**src/rtl/sfm_map.svh**
```systemverilog
/*
 * Constants of the serial port: word and buffer sizes, clock timing.
 * Assumes inclusion by bare name from the design files only.
 */
`ifndef SFM_MAP_SVH
`define SFM_MAP_SVH

`define SFM_WORD_BITS        8
`define SFM_FIFO_DEPTH       32
`define SFM_DIV_BITS         8
`define SFM_CLK_PERIOD_PS    8000
`define SFM_SCK_MIN_PERIOD_PS 66700
// least half period of the serial clock, rounded up to whole cycles
`define SFM_HALF_MIN_CYC \
    ((`SFM_SCK_MIN_PERIOD_PS + 2 * `SFM_CLK_PERIOD_PS - 1) / (2 * `SFM_CLK_PERIOD_PS))

`endif

```
**src/rtl/sfm_pkg.sv**
```systemverilog
/*
 * Types shared by the serial port design.
 * Assumes nothing beyond a SystemVerilog compiler.
 */
package sfm_pkg;
    typedef enum logic [0:0] {
        SFM_IDLE  = 1'b0,
        SFM_SHIFT = 1'b1
    } sfm_state_e;
endpackage

```
**src/rtl/sfm_fifo.sv**
```systemverilog
/*
 * Flip-flop FIFO with valid/ready on both sides and registered flags.
 * Assumes one clock and a synchronous active-low reset.
 */
`timescale 1ns/1ns
module sfm_fifo #(
    parameter int WIDTH = 8,
    parameter int DEPTH = 32
) (
    // clock and reset
    input  wire logic             clk,
    input  wire logic             rst_n,
    // filling side
    input  wire logic [WIDTH-1:0] in_data,
    input  wire logic             in_valid,
    output logic                  in_ready,
    // draining side
    output logic      [WIDTH-1:0] out_data,
    output logic                  out_valid,
    input  wire logic             out_ready
);
    localparam int PW = (DEPTH > 1) ? $clog2(DEPTH) : 1;
    localparam int CW = $clog2(DEPTH + 1);

    logic [WIDTH-1:0] mem [DEPTH];
    logic [PW-1:0]    wr_ptr;
    logic [PW-1:0]    rd_ptr;
    logic [CW-1:0]    count;
    logic [PW-1:0]    next_wr_ptr;
    logic [PW-1:0]    next_rd_ptr;
    logic [CW-1:0]    next_count;
    logic             push;
    logic             pop;

    function automatic logic [PW-1:0] bump(input logic [PW-1:0] p);
        bump = (p == PW'(DEPTH - 1)) ? '0 : p + 1'b1;
    endfunction

    always_comb begin
        push        = in_valid && in_ready;
        pop         = out_valid && out_ready;
        next_wr_ptr = push ? bump(wr_ptr) : wr_ptr;
        next_rd_ptr = pop ? bump(rd_ptr) : rd_ptr;
        next_count  = count;
        if (push && !pop) begin
            next_count = count + 1'b1;
        end else if (pop && !push) begin
            next_count = count - 1'b1;
        end
    end

    always_ff @(posedge clk) begin
        if (!rst_n) begin
            wr_ptr    <= '0;
            rd_ptr    <= '0;
            count     <= '0;
            in_ready  <= 1'b1;
            out_valid <= 1'b0;
        end else begin
            wr_ptr    <= next_wr_ptr;
            rd_ptr    <= next_rd_ptr;
            count     <= next_count;
            in_ready  <= (next_count != CW'(DEPTH));
            out_valid <= (next_count != '0);
        end
        if (push) begin
            mem[wr_ptr] <= in_data;
        end
    end

    assign out_data = mem[rd_ptr];
endmodule // sfm_fifo

```
**src/rtl/sfm_top.sv**
```systemverilog
/*
 * Serial peripheral port: master or slave, optional framed operation,
 * transmit FIFO feeding a one-word transmit buffer and the shift register.
 * Assumes control bits are steady from clk's domain; pins are asynchronous.
 */
`timescale 1ns/1ns
`include "sfm_map.svh"
module sfm_top #(
    parameter int WIDTH = `SFM_WORD_BITS,
    parameter int DEPTH = `SFM_FIFO_DEPTH
) (
    // clock and reset
    input  wire logic                     clk,
    input  wire logic                     rst_n,
    // configuration
    input  wire logic                     port_enable,
    input  wire logic                     master_role_enable,
    input  wire logic                     framed_operation_enable,
    input  wire logic                     select_pin_function_enable,
    input  wire logic                     input_sample_phase,
    input  wire logic                     frame_sync_polarity,
    input  wire logic                     clock_idle_polarity,
    input  wire logic [`SFM_DIV_BITS-1:0] clk_half_div,
    // transmit stream
    input  wire logic [WIDTH-1:0]         tx_data,
    input  wire logic                     tx_valid,
    output logic                          tx_ready,
    // received words
    output logic      [WIDTH-1:0]         rx_data,
    output logic                          rx_valid,
    // status
    output logic                          tx_buffer_full,
    output logic                          busy,
    output logic                          config_error,
    output logic                          tx_underrun,
    // pins
    input  wire logic                     serial_clock_pin_in,
    output logic                          serial_clock_pin_out,
    output logic                          serial_clock_pin_oe,
    input  wire logic                     slave_select_pin_in,
    output logic                          slave_select_pin_out,
    output logic                          slave_select_pin_oe,
    input  wire logic                     sdi,
    output logic                          sdo,
    output logic                          sdo_oe
);
    localparam int DW = `SFM_DIV_BITS;
    localparam int HALF_MIN_INT = `SFM_HALF_MIN_CYC;
    localparam logic [DW-1:0] HALF_MIN = DW'(HALF_MIN_INT);
    localparam int CNTW = $clog2(WIDTH);
    // transmit FIFO into the one-word buffer
    logic [WIDTH-1:0] fifo_data;
    logic             fifo_valid;
    logic             fifo_ready;
    sfm_fifo #(.WIDTH(WIDTH), .DEPTH(DEPTH)) u_fifo (
        .clk       (clk),
        .rst_n     (rst_n),
        .in_data   (tx_data),
        .in_valid  (tx_valid),
        .in_ready  (tx_ready),
        .out_data  (fifo_data),
        .out_valid (fifo_valid),
        .out_ready (fifo_ready)
    );
    // pin synchronisers: first stage read only by the second
    logic sck_m, sck_s, sck_p;
    logic ss_m, ss_s;
    logic sdi_m, sdi_s;
    always_ff @(posedge clk) begin
        if (!rst_n) begin
            // idle level, so no false edge follows reset
            sck_m <= clock_idle_polarity;
            sck_s <= clock_idle_polarity;
            sck_p <= clock_idle_polarity;
            ss_m  <= 1'b1;
            ss_s  <= 1'b1;
            sdi_m <= 1'b0;
            sdi_s <= 1'b0;
        end else begin
            sck_m <= serial_clock_pin_in;
            sck_s <= sck_m;
            sck_p <= sck_s;
            ss_m  <= slave_select_pin_in;
            ss_s  <= ss_m;
            sdi_m <= sdi;
            sdi_s <= sdi_m;
        end
    end
    // engine state
    sfm_pkg::sfm_state_e state, next_state;
    logic [WIDTH-1:0] buf_q, next_buf_q;
    logic             next_buf_full;
    logic [WIDTH-1:0] sh, next_sh;
    logic [WIDTH-1:0] rsh, next_rsh;
    logic [CNTW-1:0]  cnt, next_cnt;
    logic [DW-1:0]    div, next_div;
    logic             next_sck;
    logic             sync_q, next_sync_q;
    logic             smp_eff, next_smp_eff;
    logic             smp_prev;
    logic [WIDTH-1:0] next_rx_data;
    logic             next_rx_valid;
    logic             next_underrun;
    // combinational helpers
    logic             enabled;
    logic [DW-1:0]    half;
    logic             m_tick, lead, trail, sample_ev;
    logic             selected, start_ev;
    logic [WIDTH-1:0] rx_word;
    always_comb begin
        enabled   = port_enable && !config_error;
        half      = (clk_half_div < HALF_MIN) ? HALF_MIN : clk_half_div;
        m_tick    = master_role_enable && enabled && (div == '0)
                    && (framed_operation_enable || state == sfm_pkg::SFM_SHIFT);
        if (master_role_enable) begin
            lead  = m_tick && (serial_clock_pin_out == clock_idle_polarity);
            trail = m_tick && (serial_clock_pin_out != clock_idle_polarity);
        end else begin
            lead  = enabled && (sck_s != clock_idle_polarity) && (sck_p == clock_idle_polarity);
            trail = enabled && (sck_s == clock_idle_polarity) && (sck_p != clock_idle_polarity);
        end
        sample_ev = smp_eff ? trail : lead;
        selected  = !select_pin_function_enable || !ss_s;
        rx_word   = sample_ev ? {rsh[WIDTH-2:0], sdi_s} : rsh;
        next_state    = state;
        next_buf_q    = buf_q;
        next_buf_full = tx_buffer_full;
        next_sh       = sh;
        next_rsh      = rsh;
        next_cnt      = cnt;
        next_sync_q   = sync_q;
        next_rx_data  = rx_data;
        next_rx_valid = 1'b0;
        next_underrun = 1'b0;
        start_ev      = 1'b0;
        fifo_ready    = !tx_buffer_full;
        if (fifo_valid && !tx_buffer_full) begin
            next_buf_q    = fifo_data;
            next_buf_full = 1'b1;
        end
        // late sampling only when raised with or after the master enable
        next_smp_eff = master_role_enable && input_sample_phase
                       && (smp_eff || !smp_prev);
        if (!enabled) begin
            next_state  = sfm_pkg::SFM_IDLE;
            next_sync_q = 1'b0;
        end else if (state == sfm_pkg::SFM_IDLE) begin
            if (master_role_enable) begin
                start_ev = tx_buffer_full && (!framed_operation_enable || trail);
            end else if (framed_operation_enable) begin
                start_ev = lead && (ss_s == frame_sync_polarity);
            end else begin
                start_ev = lead && selected;
            end
        end else begin
            if (sample_ev) begin
                next_rsh = {rsh[WIDTH-2:0], sdi_s};
            end
            if (!master_role_enable && !framed_operation_enable && !selected) begin
                next_state = sfm_pkg::SFM_IDLE;
            end else if (trail) begin
                next_sync_q = 1'b0;
                if (cnt == CNTW'(WIDTH - 1)) begin
                    next_rx_data  = rx_word;
                    next_rx_valid = 1'b1;
                    next_state    = sfm_pkg::SFM_IDLE;
                    // framed master chains words with no idle clock
                    start_ev = master_role_enable && framed_operation_enable && tx_buffer_full;
                end else begin
                    next_cnt = cnt + 1'b1;
                    next_sh  = {sh[WIDTH-2:0], 1'b0};
                end
            end
        end

        if (start_ev) begin
            // empty slave buffer sends zeros; the far master owns the timing
            next_underrun = !tx_buffer_full;
            next_sh       = tx_buffer_full ? buf_q : '0;
            next_buf_full = 1'b0;
            next_cnt      = '0;
            next_state    = sfm_pkg::SFM_SHIFT;
            next_sync_q   = master_role_enable && framed_operation_enable;
            if (!master_role_enable) begin
                next_rsh = {rsh[WIDTH-2:0], sdi_s};
            end
        end

        if (!master_role_enable || !enabled) begin
            next_sck = clock_idle_polarity;
        end else begin
            next_sck = m_tick ? !serial_clock_pin_out : serial_clock_pin_out;
        end
        // divider restarts so a fresh word gets a full first half period
        if (!m_tick && (framed_operation_enable || state == sfm_pkg::SFM_SHIFT)
            && div != '0) begin
            next_div = div - 1'b1;
        end else begin
            next_div = half - 1'b1;
        end
    end

    always_ff @(posedge clk) begin
        if (!rst_n) begin
            state                <= sfm_pkg::SFM_IDLE;
            buf_q                <= '0;
            tx_buffer_full       <= 1'b0;
            sh                   <= '0;
            rsh                  <= '0;
            cnt                  <= '0;
            div                  <= '0;
            sync_q               <= 1'b0;
            smp_eff              <= 1'b0;
            smp_prev             <= 1'b0;
            rx_data              <= '0;
            rx_valid             <= 1'b0;
            tx_underrun          <= 1'b0;
            busy                 <= 1'b0;
            config_error         <= 1'b0;
            serial_clock_pin_out <= 1'b0;
            serial_clock_pin_oe  <= 1'b0;
            slave_select_pin_out <= 1'b1;
            slave_select_pin_oe  <= 1'b0;
            sdo                  <= 1'b0;
            sdo_oe               <= 1'b0;
        end else begin
            state                <= next_state;
            buf_q                <= next_buf_q;
            tx_buffer_full       <= next_buf_full;
            sh                   <= next_sh;
            rsh                  <= next_rsh;
            cnt                  <= next_cnt;
            div                  <= next_div;
            sync_q               <= next_sync_q;
            smp_eff              <= next_smp_eff;
            smp_prev             <= input_sample_phase;
            rx_data              <= next_rx_data;
            rx_valid             <= next_rx_valid;
            tx_underrun          <= next_underrun;
            busy                 <= (next_state == sfm_pkg::SFM_SHIFT);
            config_error         <= framed_operation_enable && select_pin_function_enable;
            serial_clock_pin_out <= next_sck;
            serial_clock_pin_oe  <= master_role_enable && enabled;
            slave_select_pin_out <= next_sync_q ? frame_sync_polarity : !frame_sync_polarity;
            slave_select_pin_oe  <= master_role_enable && framed_operation_enable && enabled;
            sdo                  <= (next_state == sfm_pkg::SFM_SHIFT) ? next_sh[WIDTH-1]
                                    : (next_buf_full && next_buf_q[WIDTH-1]);
            sdo_oe               <= enabled && (master_role_enable || selected);
        end
    end

    // helper: cycles since the serial clock output last changed
    logic [DW:0] since_edge;
    always_ff @(posedge clk) begin
        if (!rst_n || serial_clock_pin_out != next_sck) begin
            since_edge <= '0;
        end else if (since_edge != '1) begin
            since_edge <= since_edge + 1'b1;
        end
    end
    a_sck_half_min: assert property (@(posedge clk) disable iff (!rst_n)
        (serial_clock_pin_oe && $past(serial_clock_pin_oe) && $changed(serial_clock_pin_out)
         && $past(serial_clock_pin_oe, 2))
        |-> ($past(since_edge) + 1 >= HALF_MIN_INT))
        else $error("serial clock half period too short");
    a_clock_free_run: assert property (@(posedge clk) disable iff (!rst_n)
        (master_role_enable && framed_operation_enable && port_enable && !config_error)
        |-> ##[1:600] ($changed(serial_clock_pin_out) || !framed_operation_enable
                       || !master_role_enable || !port_enable || config_error))
        else $error("framed master clock stalled");
    a_sample_phase_gate: assert property (@(posedge clk) disable iff (!rst_n)
        (input_sample_phase && !master_role_enable ##1 input_sample_phase && master_role_enable)
        |=> !smp_eff)
        else $error("early sample phase took effect");
    a_buffer_moves: assert property (@(posedge clk) disable iff (!rst_n)
        (start_ev && tx_buffer_full) |=> (!tx_buffer_full && busy && sh == $past(buf_q)))
        else $error("buffer not moved at transfer start");
    a_sync_marks_frame: assert property (@(posedge clk) disable iff (!rst_n)
        (start_ev && master_role_enable && framed_operation_enable)
        |=> ##1 (slave_select_pin_out == frame_sync_polarity))
        else $error("frame start without sync pulse");
    a_sync_idle_level: assert property (@(posedge clk) disable iff (!rst_n)
        (slave_select_pin_oe && !busy && $past(!busy) && $past(!busy, 2))
        |-> (slave_select_pin_out == !frame_sync_polarity))
        else $error("sync pin not at inactive level between pulses");
    a_invalid_config: assert property (@(posedge clk) disable iff (!rst_n)
        (framed_operation_enable && select_pin_function_enable) [*2] |=> !busy)
        else $error("port ran with invalid configuration");
endmodule // sfm_top

```
**config.mk**
```make
export PLATFORM = sky130hd
export DESIGN_NAME = sfm_top
export DESIGN_NICKNAME = d
export VERILOG_FILES = /design/src/rtl/sfm_pkg.sv /design/src/rtl/sfm_fifo.sv /design/src/rtl/sfm_top.sv
export VERILOG_INCLUDE_DIRS = /design/src /design/src/rtl
export SDC_FILE = /design/constraint.sdc
export NUM_CORES = 1
export LEC_CHECK = 0
export BUFFER_PORTS_ARGS = -buffer_cell sky130_fd_sc_hd__buf_2
export CAP_MARGIN = 10
export CORE_UTILIZATION = 50
export CTS_BUF_LIST = sky130_fd_sc_hd__clkbuf_4 sky130_fd_sc_hd__clkbuf_8 sky130_fd_sc_hd__clkbuf_16
export DETAILED_ROUTE_END_ITERATION = 6
export PLACE_DENSITY = 0.71
export SYNTH_ARGS = -nofsm -noshare
export SYNTH_HDL_FRONTEND = slang
export SYNTH_SLANG_ARGS = --single-unit
```
**constraint.sdc**
```tcl
create_clock -name clk -period 4.7 [get_ports clk]
set_input_delay 0.94 -clock clk [delete_from_list [all_inputs] [get_ports clk]]
set_output_delay 0.94 -clock clk [all_outputs]
set_load 0.02 [all_outputs]
```
==> results of run 1 <==
[worst max-delay path, stage by stage, from the launching register on]
cell and delay [ps]:
dfxtp_4 910, buf_4 420, mux4_2 570, mux4_2 490
mux2i_1 300, a21oi_1 110
[kinds of logic after synthesis]
kind of cell	count (synthesis)
xor+xnor	15
mux	113
buf+inv	49
fa+ha+maj	12
simple gates	212
compound gates	95
flops	343
[per-stage QoR]
| stage | cell area (um2) | cells | setup slack, ps | util | hold WS (ps) |
|---|---|---|---|---|---|
| final | 15380 | 1261 | 1766 | 0.5723 | 415.6 |
| after CTS | 15380 | 1261 | 1732 | 0.5723 | 420.1 |
| after floorplan | 13680 | 839 | 2007 | - | 386.3 |
| after global placement | 14230 | 1197 | 1521 | 0.5295 | 407.2 |
| after global routing | 15380 | 1261 | 1617 | 0.5723 | 446.1 |
| after detailed placement | 14230 | 1197 | 1475 | 0.5295 | 398.9 |
[report_power, final]
part / total (mW) / internal [mW] / switching [mW] / leakage, nW
sequential: 3.52 / 3.35 / 0.168 / 3.02
clock: 2.74 / 1.62 / 1.13 / 0.570
combinational: 0.991 / 0.515 / 0.476 / 1.61
total: 7.26 / 5.48 / 1.77 / 5.20
[sequential cells by signal (all words and copies together) (netlist names), 3 cells and up, named ones only]
name,flops
rx_data,8
u_fifo.rd_ptr,5
cnt,3
rsh,8
sh,8
u_fifo.count,6
buf_q,8
u_fifo.mem,256
u_fifo.wr_ptr,5
div,8
[synthesized netlist by cell type (2+ instances only)]
master,count
a211oi_1,2
xor2_1,7
o211ai_1,6
clkbuf_1,24
inv_1,8
buf_4,2
nand4_1,3
nor4b_1,2
or3_1,3
or3b_1,2
nand2b_1,6
xnor2_1,8
o31a_1,2
a21oi_1,36
mux4_2,79
a22oi_1,2
nor2b_1,2
and3_1,9
a31oi_1,2
nand3_1,10
o21ai_0,26
mux2i_1,34
and2_1,11
nand3b_1,9
nand2_1,57
nor3_1,9
o22ai_1,4
nor2_1,75
edfxtp_1,256
nor4_1,4
a21o_1,4
ha_1,12
and4bb_2,2
buf_6,3
buf_2,7
buf_1,4
dfxtp_1,87
[routing by layer]
metal	track usage	part of all wire
met5	0	0
met4	0.05505	0.023
met3	0.03356	0.059
met2	0.2995	0.47
met1	0.2637	0.45
[worst max-delay path by stage]
stage / startpoint / end / slack [ps] / cells after the start
after floorplan: master_role_enable / slave_select_pin_out / 2010 / 8
after global placement: clock_idle_polarity / slave_select_pin_out / 1520 / 8
after detailed placement: clock_idle_polarity / slave_select_pin_out / 1470 / 8
after CTS: flop / buf_q[0] / 1730 / 5
after global routing: flop / buf_q[0] / 1620 / 5
final: flop / buf_q[0] / 1770 / 5
[final cells by class]
cell class | count | area [um2] | area share
Clock buffer | 49 | 998.5 | 0.06491
Clock inverter | 15 | 152.6 | 0.009923
Inverter | 9 | 33.78 | 0.002196
Multi-Input combinational cell | 447 | 4029 | 0.2619
Sequential cell | 343 | 9434 | 0.6133
Tap cell | 341 | 426.7 | 0.02774
Timing Repair Buffer | 57 | 307.8 | 0.02001
==> implementation parameters, run 1 <==
Parameter                              Value

Min path
  Type of the tightest min-delay check    reg2reg
  Hold Path Sink    ss_s
  Cells on Worst Hold Path    1
  Worst min-delay path startpoint    ss_m

Power
  Maximum ir drop on the vdd rail    roughly 0.36 mV
  Total Power    7.256 mW
  Total power divided by cell area    ~470 mW/mm2
  Static power due to leakage    roughly 5.2 nW

Synth
  YS warnings    0
  Mux contribution to synthesized area    0.1549
  Largest family of logic cells by synthesized area    multiplexers
  Post-synth cell types    57
  Synth Flop Type    edfxtp_1
  Post-Syn Area    between 0.01 and 0.015 mm2
  Simple-gate portion of the synthesized area    0.07600
  Cells after Synth    839
  Average size of a mapped cell    approximately 16 um2
  Fraction of post-synthesis cell area in the top cell type by area    0.5619
  Fraction of synthesis flops using an asynchronous set or reset pin    0
  Post-synthesis share of cell area spent on full adders, half adders and majority gates    0.01097
  Library cell with the largest summed area after synthesis    edfxtp_1
  Fraction of the yosys area taken by sequential cells    0.6892
  Number of synthesized flops with an enable pin    between 200 and 300
  Number of storage elements in the synthesis netlist    about 340
  Compound-Gate Fraction of Synth Area    0.04299
  Xor-xnor portion of the synthesized cell area    0.009603
  Area contributors post-synth    edfxtp_1, mux4_2, dfxtp_1, mux2i_1, nor2_1
  Mapped Nets    just under 900

Setup path
  Capturing point of the worst reg2reg path    buf_q[0]
  R2R setup slack    1770 ps
  Critical path launch point type    flop
  Worst Setup End Kind    flop
  Top fanout value on the critical path    40
  Critical path required time    slightly above 5000 ps
  Crit path kind    reg2reg
  Number of cells on the worst reg-to-reg path    5
  Arrival time worst endpoint    roughly 3300 ps

Clock network
  Buffer depth of the longest clock path    3
  Clock slew at reported path FFs    ~60 ps
  Number of sinks driven by the clock tree    approximately 340
  TritonCTS clock tree    done
  Number of resized instances in the post-cts repair step    0
  Clock latency of the later-clocked register in the worst-skew pair    ~530 ps
  Root buffer selected by CTS    clkbuf_16
  Count of H-tree levels built during CTS    2
  Number of buffers added for setup after CTS    0
  Hold buffer count at CTS    0
  Total clock buffers created by CTS    36

Finish
  Final net count    just over 900
  Layout-stage area growth over the synthesis result    12.44%
  Most frequent standard cell in the layout excluding fill and tap cells    edfxtp_1
  Fillers    about 2,100
  Layout cell share with drive strength beyond 1    0.2239
  Highest-count cells in the layout ignoring fill and taps    edfxtp_1, dfxtp_1, mux4_2
  Antenna cell count    0

Global routing
  Initial antenna violation count    0
  Tot GR Track Use    0.1870
  Overflow left after global routing    0
  Vias in the first global route    a little over 7,000
  Pin count of the biggest net entering global routing    56
  First-pass GRT wire length    slightly above 40,000 um

Run
  Number of violations of the max-capacitance limit    0

Place
  RD Place Congestion    between 0.8 and 0.9
  Post-detailed-placement half-perimeter wirelength    between 15,000 and 20,000 um
  Count of input and output buffers    48

Detailed routing
  Via-per-instance ratio    5.785
  DR vias    ~7,300
  Post-Route WL    between 20,000 and 30,000 um
  Number of violations reported at the end of detailed-routing iteration 0    533
  Wire per inst    ~20 um
  Post-route ant nets    0
  Remaining DRCs    0
  Number of detailed-routing iterations run before antenna repair    5

STA
  Total of endpoints with negative setup slack in the final report    0
  Count of final max-slew check failures    0
  Period utilization    0.6243
  Setup repair after global routing missed its margin    false
  Final Hold Vio Count    0
  Setup skew after layout    ~22 ps
  Pin slew with the least headroom to its limit    approximately 930 ps
  Clock period minus worst slack    2934 ps
  Highest clock rate    roughly 340 MHz
  Setup Total Neg Slack    0 ps
  Worst slew margin    0.3779

Die
  Ports placed on the boundary    49
  Core Region    approximately 0.027 mm2
  Std-Cell Rows    60
  Total die area    between 0.02 and 0.03 mm2
  Initial standard-cell utilization of the core    0.5090
  Horizontal extent of the die    roughly 170 um
  Die height    between 150 and 200 um

Outcome
  Result of the run    complete, no violations
No activity file was read; power rests on OpenSTA's default activity.
==> inputs of run 2 (changes only) <==
- clock period: 4.7 -> 2.98 ns (I/O delays scaled with it)
==> implementation parameters, run 2 (same netlist as run 1, synthesis figures left out) <==
Parameter                              Value

Finish
  Layout cell share with drive strength beyond 1    0.2598 (+0.03592)
  Number of flip-flops under the largest register name    256 (unchanged)
  Layout-stage area growth over the synthesis result    14.93%
  Fillers    2,063 (+0.19%)
  Finished layout cell area    0.01572 mm2 (+2.2%)
  Final net count    979 (+4.7%)
  Most frequent standard cell in the layout excluding fill and tap cells    edfxtp_1
  Highest-count cells in the layout ignoring fill and taps    edfxtp_1, dfxtp_1, mux4_2
  Register with the most flip-flops    u_fifo.mem
  Antenna cell count    0 (unchanged)

Place
  Post-detailed-placement half-perimeter wirelength    17,040 um (+7.3%)
  RD Place Congestion    0.8163 (-1.2%)
  Placement Cell Area    0.01455 mm2 (+2.3%)
  Count of input and output buffers    48 (unchanged)
  Worst setup slack before clock tree synthesis    345.3 ps (-1129 ps)

Die
  Core Region    0.02688 mm2 (unchanged)
  Initial standard-cell utilization of the core    0.5090 (unchanged)
  Die height    167.4 um (unchanged)
  Std-Cell Rows    60 (unchanged)
  Ports placed on the boundary    49 (unchanged)
  Horizontal extent of the die    167.4 um (unchanged)
  Total die area    0.02803 mm2 (unchanged)

STA
  Setup skew after layout    15.87 ps (-6.333 ps)
  Final Hold Vio Count    0 (unchanged)
  Pin slew with the least headroom to its limit    719.6 ps (-212.2 ps)
  Count of final max-slew check failures    0 (unchanged)
  Setup Total Neg Slack    0 ps (unchanged)
  Worst slew margin    0.5196 (+0.1417)
  Clock period minus worst slack    2454 ps (-480.1 ps)
  Total of endpoints with negative setup slack in the final report    0 (unchanged)
  Setup repair after global routing missed its margin    false
  Highest clock rate    407.5 MHz (+20%)
  Final worst-path setup slack    525.9 ps (-1240 ps)
  Period utilization    0.8235 (+0.1992)

Detailed routing
  Post-Route WL    25,720 um (+0.52%)
  Via-per-instance ratio    5.690 (-1.6%)
  Remaining DRCs    0 (unchanged)
  Number of detailed-routing iterations run before antenna repair    5 (unchanged)
  Wire per inst    19.68 um (-3.0%)
  Post-route ant nets    0 (unchanged)
  DR vias    7,437 (+1.9%)
  Number of violations reported at the end of detailed-routing iteration 0    623 (+17%)

Clock network
  Count of H-tree levels built during CTS    2 (unchanged)
  Number of resized instances in the post-cts repair step    0 (unchanged)
  Clock slew at reported path FFs    60 ps (about the same)
  Root buffer selected by CTS    clkbuf_16
  Total clock buffers created by CTS    37 (+2.8%)
  Number of buffers added for setup after CTS    0 (unchanged)
  Number of sinks driven by the clock tree    343 (unchanged)
  Buffer depth of the longest clock path    3 (unchanged)
  Hold buffer count at CTS    0 (unchanged)
  Clock latency of the later-clocked register in the worst-skew pair    530 ps (about the same)
  TritonCTS clock tree    done

Power
  Flop pwr share    0.476 (-0.009)
  Static power due to leakage    5.436 nW (+4.5%)
  Maximum ir drop on the vdd rail    0.5301 mV (+49%)
  Total power divided by cell area    729.9 mW/mm2 (+55%)
  Switching pwr    2.831 mW (+60%)
  Fraction of power consumed by the clock network    0.375 (-0.003)
  Switch share    0.2466 (+0.002444)
  Relative contribution of combinational cells to total power    0.150 (+0.013)
  Cell-internal power    8.646 mW (+58%)

Run
  Number of violations of the max-capacitance limit    0 (unchanged)

Global routing
  Pin count of the biggest net entering global routing    36 (-36%)
  Vias in the first global route    7,492 (+3.4%)
  Initial antenna violation count    0 (unchanged)
  Overflow left after global routing    0 (unchanged)
  Tot GR Track Use    0.1915 (+0.004532)
  First-pass GRT wire length    41,520 um (+2.7%)

Setup path
  Arrival time worst endpoint    2850 ps (-480 ps)
  Crit path kind    reg2reg
  Critical path required time    3370 ps (-1730 ps)
  Critical path launch point type    flop
  Worst Setup End Kind    flop
  Top fanout value on the critical path    16 (-60%)

Outcome
  Result of the run    complete, no violations

Min path
  Type of the tightest min-delay check    in2reg
-- run 2: cell types whose count changed in the layout (fill, tap and decap cells not counted) --
cell and delta:
buf_4 +43, clkinv_2 +2, clkinv_1 +1, clkinvlp_2 +3, clkbuf_4 -6, clkbuf_16 +2, inv_8 +1, inv_6 -1
clkbuf_8 +3, bufinv_16 -2
-- run 2: path summary, 6_finish.rpt --
check                                          from        to  slack (ps)  depth (start not counted)
worst max register to register                 flop  buf_q[4]         530                          5
worst max-delay path                           flop  buf_q[4]         530                          5
worst min register to register                 ss_m      ss_s         410                          1
worst min-delay path            slave_select_pin_in      ss_m         270                          2
-- run 2: per-layer routing --
layer	vias up	global-route usage	wire (um)
met5	-	0	0
met4	0	0.04547	387
met3	39	0.03143	1239
met2	194	0.3241	12750
met1	3737	0.2608	11340
li1	3467	-	-
-- run 2: worst max-delay path, stage by stage (launching register included) --
cell     delay [ps]
dfxtp_4         540
buf_4           370
mux4_2          580
mux4_2          520
mux2i_1         210
a21oi_1         100
-- run 2: layout make-up --
cell class / instances / area [um2] / share of cell area
Clock inverter: 19 / 123.9 / 0.007878
Inverter: 9 / 33.78 / 0.002149
Tap cell: 341 / 426.7 / 0.02714
Clock buffer: 48 / 1045 / 0.06645
Sequential cell: 343 / 9434 / 0.6000
Timing Repair Buffer: 100 / 630.6 / 0.04011
Multi-Input combinational cell: 447 / 4029 / 0.2562
-- run 2: power groups by stage --
stage                     Sequential, mW  Clock (mW)  Combinational [mW]
after floorplan                     5.48           0                1.32
after global placement              5.56           0                1.70
after detailed placement            5.56           0                1.74
after CTS                           5.46        4.39                1.75
after global routing                5.49        4.56                1.88
final                               5.46        4.30                1.72
-- run 2: stage by stage --
stage / std cells / power (mW) / util / hold WS, ps
2_1_floorplan: 839 / 6.794 / - / 386.3
3_3_place_gp: 1240 / 7.253 / 0.5415 / 390.5
3_5_place_dp: 1240 / 7.294 / 0.5415 / 407.2
4_1_cts: 1307 / 11.59 / 0.5850 / 255.5
5_1_grt: 1307 / 11.93 / 0.5850 / 260.5
6_report: 1307 / 11.48 / 0.5850 / 273.7
==> inputs of run 3 (changes only) <==
- clock period: 2.98 -> 2.45 ns (I/O delays scaled with it)
==> implementation parameters, run 3 (same netlist as run 1, synthesis figures left out) <==
Parameter                              Value

Finish
  Most frequent standard cell in the layout excluding fill and tap cells    edfxtp_1
  Area occupied by registers    0.009434 mm2 (unchanged)
  Number of flip-flops under the largest register name    256 (unchanged)
  Multi-input gate area    0.004033 mm2 (about the same)
  Register with the most flip-flops    u_fifo.mem
  Highest-count cells in the layout ignoring fill and taps    edfxtp_1, dfxtp_1, mux4_2
  Final net count    991 (+1.2%)
  Layout cell share with drive strength beyond 1    0.2680 (+0.008133)
  Antenna cell count    0 (unchanged)
  Fillers    1,975 (-4.3%)
  Final cell utilization of the core    0.5896 (+0.004563)
  Layout-stage area growth over the synthesis result    15.82%

Setup path
  Worst path top cell family by delay    multiplexers
  Cell-by-cell listing of the critical path    mux4_2, mux4_2, o21ai_0, a21oi_1, o21ai_0, o22ai_1
  Critical path required time    2820 ps (-550 ps)
  Instance count on the critical path    6 (+1)
  Worst Setup End Kind    flop
  Top fanout value on the critical path    11 (-5)
  Arrival time worst endpoint    2730 ps (-120 ps)
  Crit path kind    reg2reg
  Capturing point of the worst reg2reg path    sdo
  Critical path launch point type    flop
  Buffers & Inverters on Critical Path    0 (-1)
  R2R setup slack    80 ps (-440 ps)
  Worst setup endpoint    sdo
  Number of cells on the worst reg-to-reg path    6 (+1)
  Slowest stage delay, CP    570 ps (about the same)
  Crit-path slowest cell    mux4_2

Clock network
  Count of H-tree levels built during CTS    2 (unchanged)
  Root buffer selected by CTS    clkbuf_16
  Number of buffers added for setup after CTS    0 (unchanged)
  Number of sinks driven by the clock tree    343 (unchanged)
  TritonCTS clock tree    done
  Clock latency of the later-clocked register in the worst-skew pair    510 ps (-20 ps)
  Total clock buffers created by CTS    35 (-5.4%)
  Clock slew at reported path FFs    60 ps (about the same)
  Buffer depth of the longest clock path    3 (unchanged)

Global routing
  Pin count of the biggest net entering global routing    56 (+56%)
  GR Util met2    0.3134 (-0.01069)
  Met3 routing resource usage after global routing    0.02883 (-0.002600)
  Most crowded layer after global routing    met2
  First-pass GRT wire length    41,700 um (+0.43%)
  Initial antenna violation count    0 (unchanged)
  Overflow left after global routing    0 (unchanged)
  Global-route track usage on met1    0.2694 (+0.008627)
  Tot GR Track Use    0.1913 (-0.0002440)
  Vias in the first global route    7,508 (+0.21%)

Detailed routing
  Post-Route WL    25,760 um (+0.15%)
  DR vias    7,367 (-0.94%)
  Number of detailed-routing iterations run before antenna repair    5 (unchanged)
  Via-per-instance ratio    5.602 (-1.5%)
  Number of violations reported at the end of detailed-routing iteration 0    565 (-9.3%)
  Wire per inst    19.59 um (-0.46%)
  Post-route ant nets    0 (unchanged)
  Remaining DRCs    0 (unchanged)

Power
  Maximum ir drop on the vdd rail    0.6990 mV (+32%)
  Flop pwr share    0.470 (-0.006)
  Relative contribution of combinational cells to total power    0.156 (+0.006)
  Static power due to leakage    5.515 nW (+1.5%)
  Cell-internal power    10.68 mW (+24%)
  Total power divided by cell area    888.0 mW/mm2 (+22%)
  Fraction of power consumed by the clock network    0.374 (about the same)
  Switch share    0.2410 (-0.005639)
  Switching pwr    3.391 mW (+20%)

Outcome
  Result of the run    complete, no violations

STA
  Final worst-path setup slack    84.87 ps (-441.0 ps)
  Count of final max-slew check failures    0 (unchanged)
  Pin slew with the least headroom to its limit    599.5 ps (-120.1 ps)
  Period utilization    0.9654 (+0.1418)
  Final Hold Vio Count    0 (unchanged)
  Setup skew after layout    20.71 ps (+4.840 ps)
  Worst slew margin    0.6003 (+0.08074)
  Setup repair after global routing missed its margin    false
  Total of endpoints with negative setup slack in the final report    0 (unchanged)
  Highest clock rate    422.8 MHz (+3.8%)
  Clock period minus worst slack    2365 ps (-89.01 ps)
  Setup Total Neg Slack    0 ps (unchanged)

Die
  Core Region    0.02688 mm2 (unchanged)
  Total die area    0.02803 mm2 (unchanged)
  Std-Cell Rows    60 (unchanged)
  Ports placed on the boundary    49 (unchanged)
  Die height    167.4 um (unchanged)
  Initial standard-cell utilization of the core    0.5090 (unchanged)
  Horizontal extent of the die    167.4 um (unchanged)

Run
  Number of violations of the max-capacitance limit    0 (unchanged)

Place
  Worst setup slack before clock tree synthesis    11.46 ps (-333.9 ps)
  Count of input and output buffers    48 (unchanged)
  RD Place Congestion    0.8452 (+3.5%)
  Post-detailed-placement half-perimeter wirelength    16,660 um (-2.2%)

Min path
  Type of the tightest min-delay check    in2reg
[run 3: cell types whose count changed in the layout (fill, tap and decap cells not counted), moves of 2 or more]
cell and delta:
buf_12 +3, buf_4 +11, bufinv_16 +3, clkbuf_16 -2, clkbuf_8 -2, clkinvlp_2 -3
clkinvlp_4 -2
[run 3: worst min path at each step]
| stage | to | from | cells past startpoint |
|---|---|---|---|
| 6_report | ss_m | slave_select_pin_in | 2 |
| 5_1_grt | ss_m | slave_select_pin_in | 2 |
| 4_1_cts | ss_m | slave_select_pin_in | 2 |
| 3_5_place_dp | ss_s | ss_m | 1 |
| 3_3_place_gp | ss_s | ss_m | 1 |
| 2_1_floorplan | ss_s | ss_m | 1 |
[run 3: through the flow]
stage               area [um2]  hold slack [ps]  total power [mW]  instances
detailed placement       14700            415.0             8.933       1254
floorplan                13680            386.3             8.264        839
global route             15850            188.8             14.61       1315
CTS                      15840            161.7             14.19       1315
finish                   15850            177.1             14.07       1315
global placement         14700            399.1             8.887       1254
[run 3: what timing repair did]
| item | in CTS | in global routing |
|---|---|---|
| resized for setup | 0 | 1 |
| hold buffers | 0 | 0 |
| setup endpoints to repair | 0 | 2 |
[run 3: cell type report]
class                      count  share of cell area
sequential                   343              0.5954
multi-input combinational    447              0.2545
clock buffer                  45             0.06151
timing repair buffer         114             0.04880
tap                          341             0.02693
clock inverter                16             0.01074
inverter                       9            0.002132
[run 3: per-layer routing]
metal	vias to the layer above	wire length [um]
met5	-	0
met4	0	447
met3	33	1115
met2	158	12630
met1	3690	11570
li1	3486	-
[run 3: worst register-to-register path: cells and delay by family, from the launching register on]
kind / cells / cell delay, ps
multiplexers: 2 / 1060
AO/OA/AOI/OAI: 4 / 690
flip-flops: 1 / 480
[run 3: power by group through the flow]
stage | sequential, mW | combinational [mW] | clock, mW
2_1_floorplan | 6.66 | 1.60 | 0
3_3_place_gp | 6.74 | 2.15 | 0
3_5_place_dp | 6.74 | 2.20 | 0
4_1_cts | 6.62 | 2.22 | 5.35
5_1_grt | 6.65 | 2.39 | 5.57
6_report | 6.62 | 2.19 | 5.26
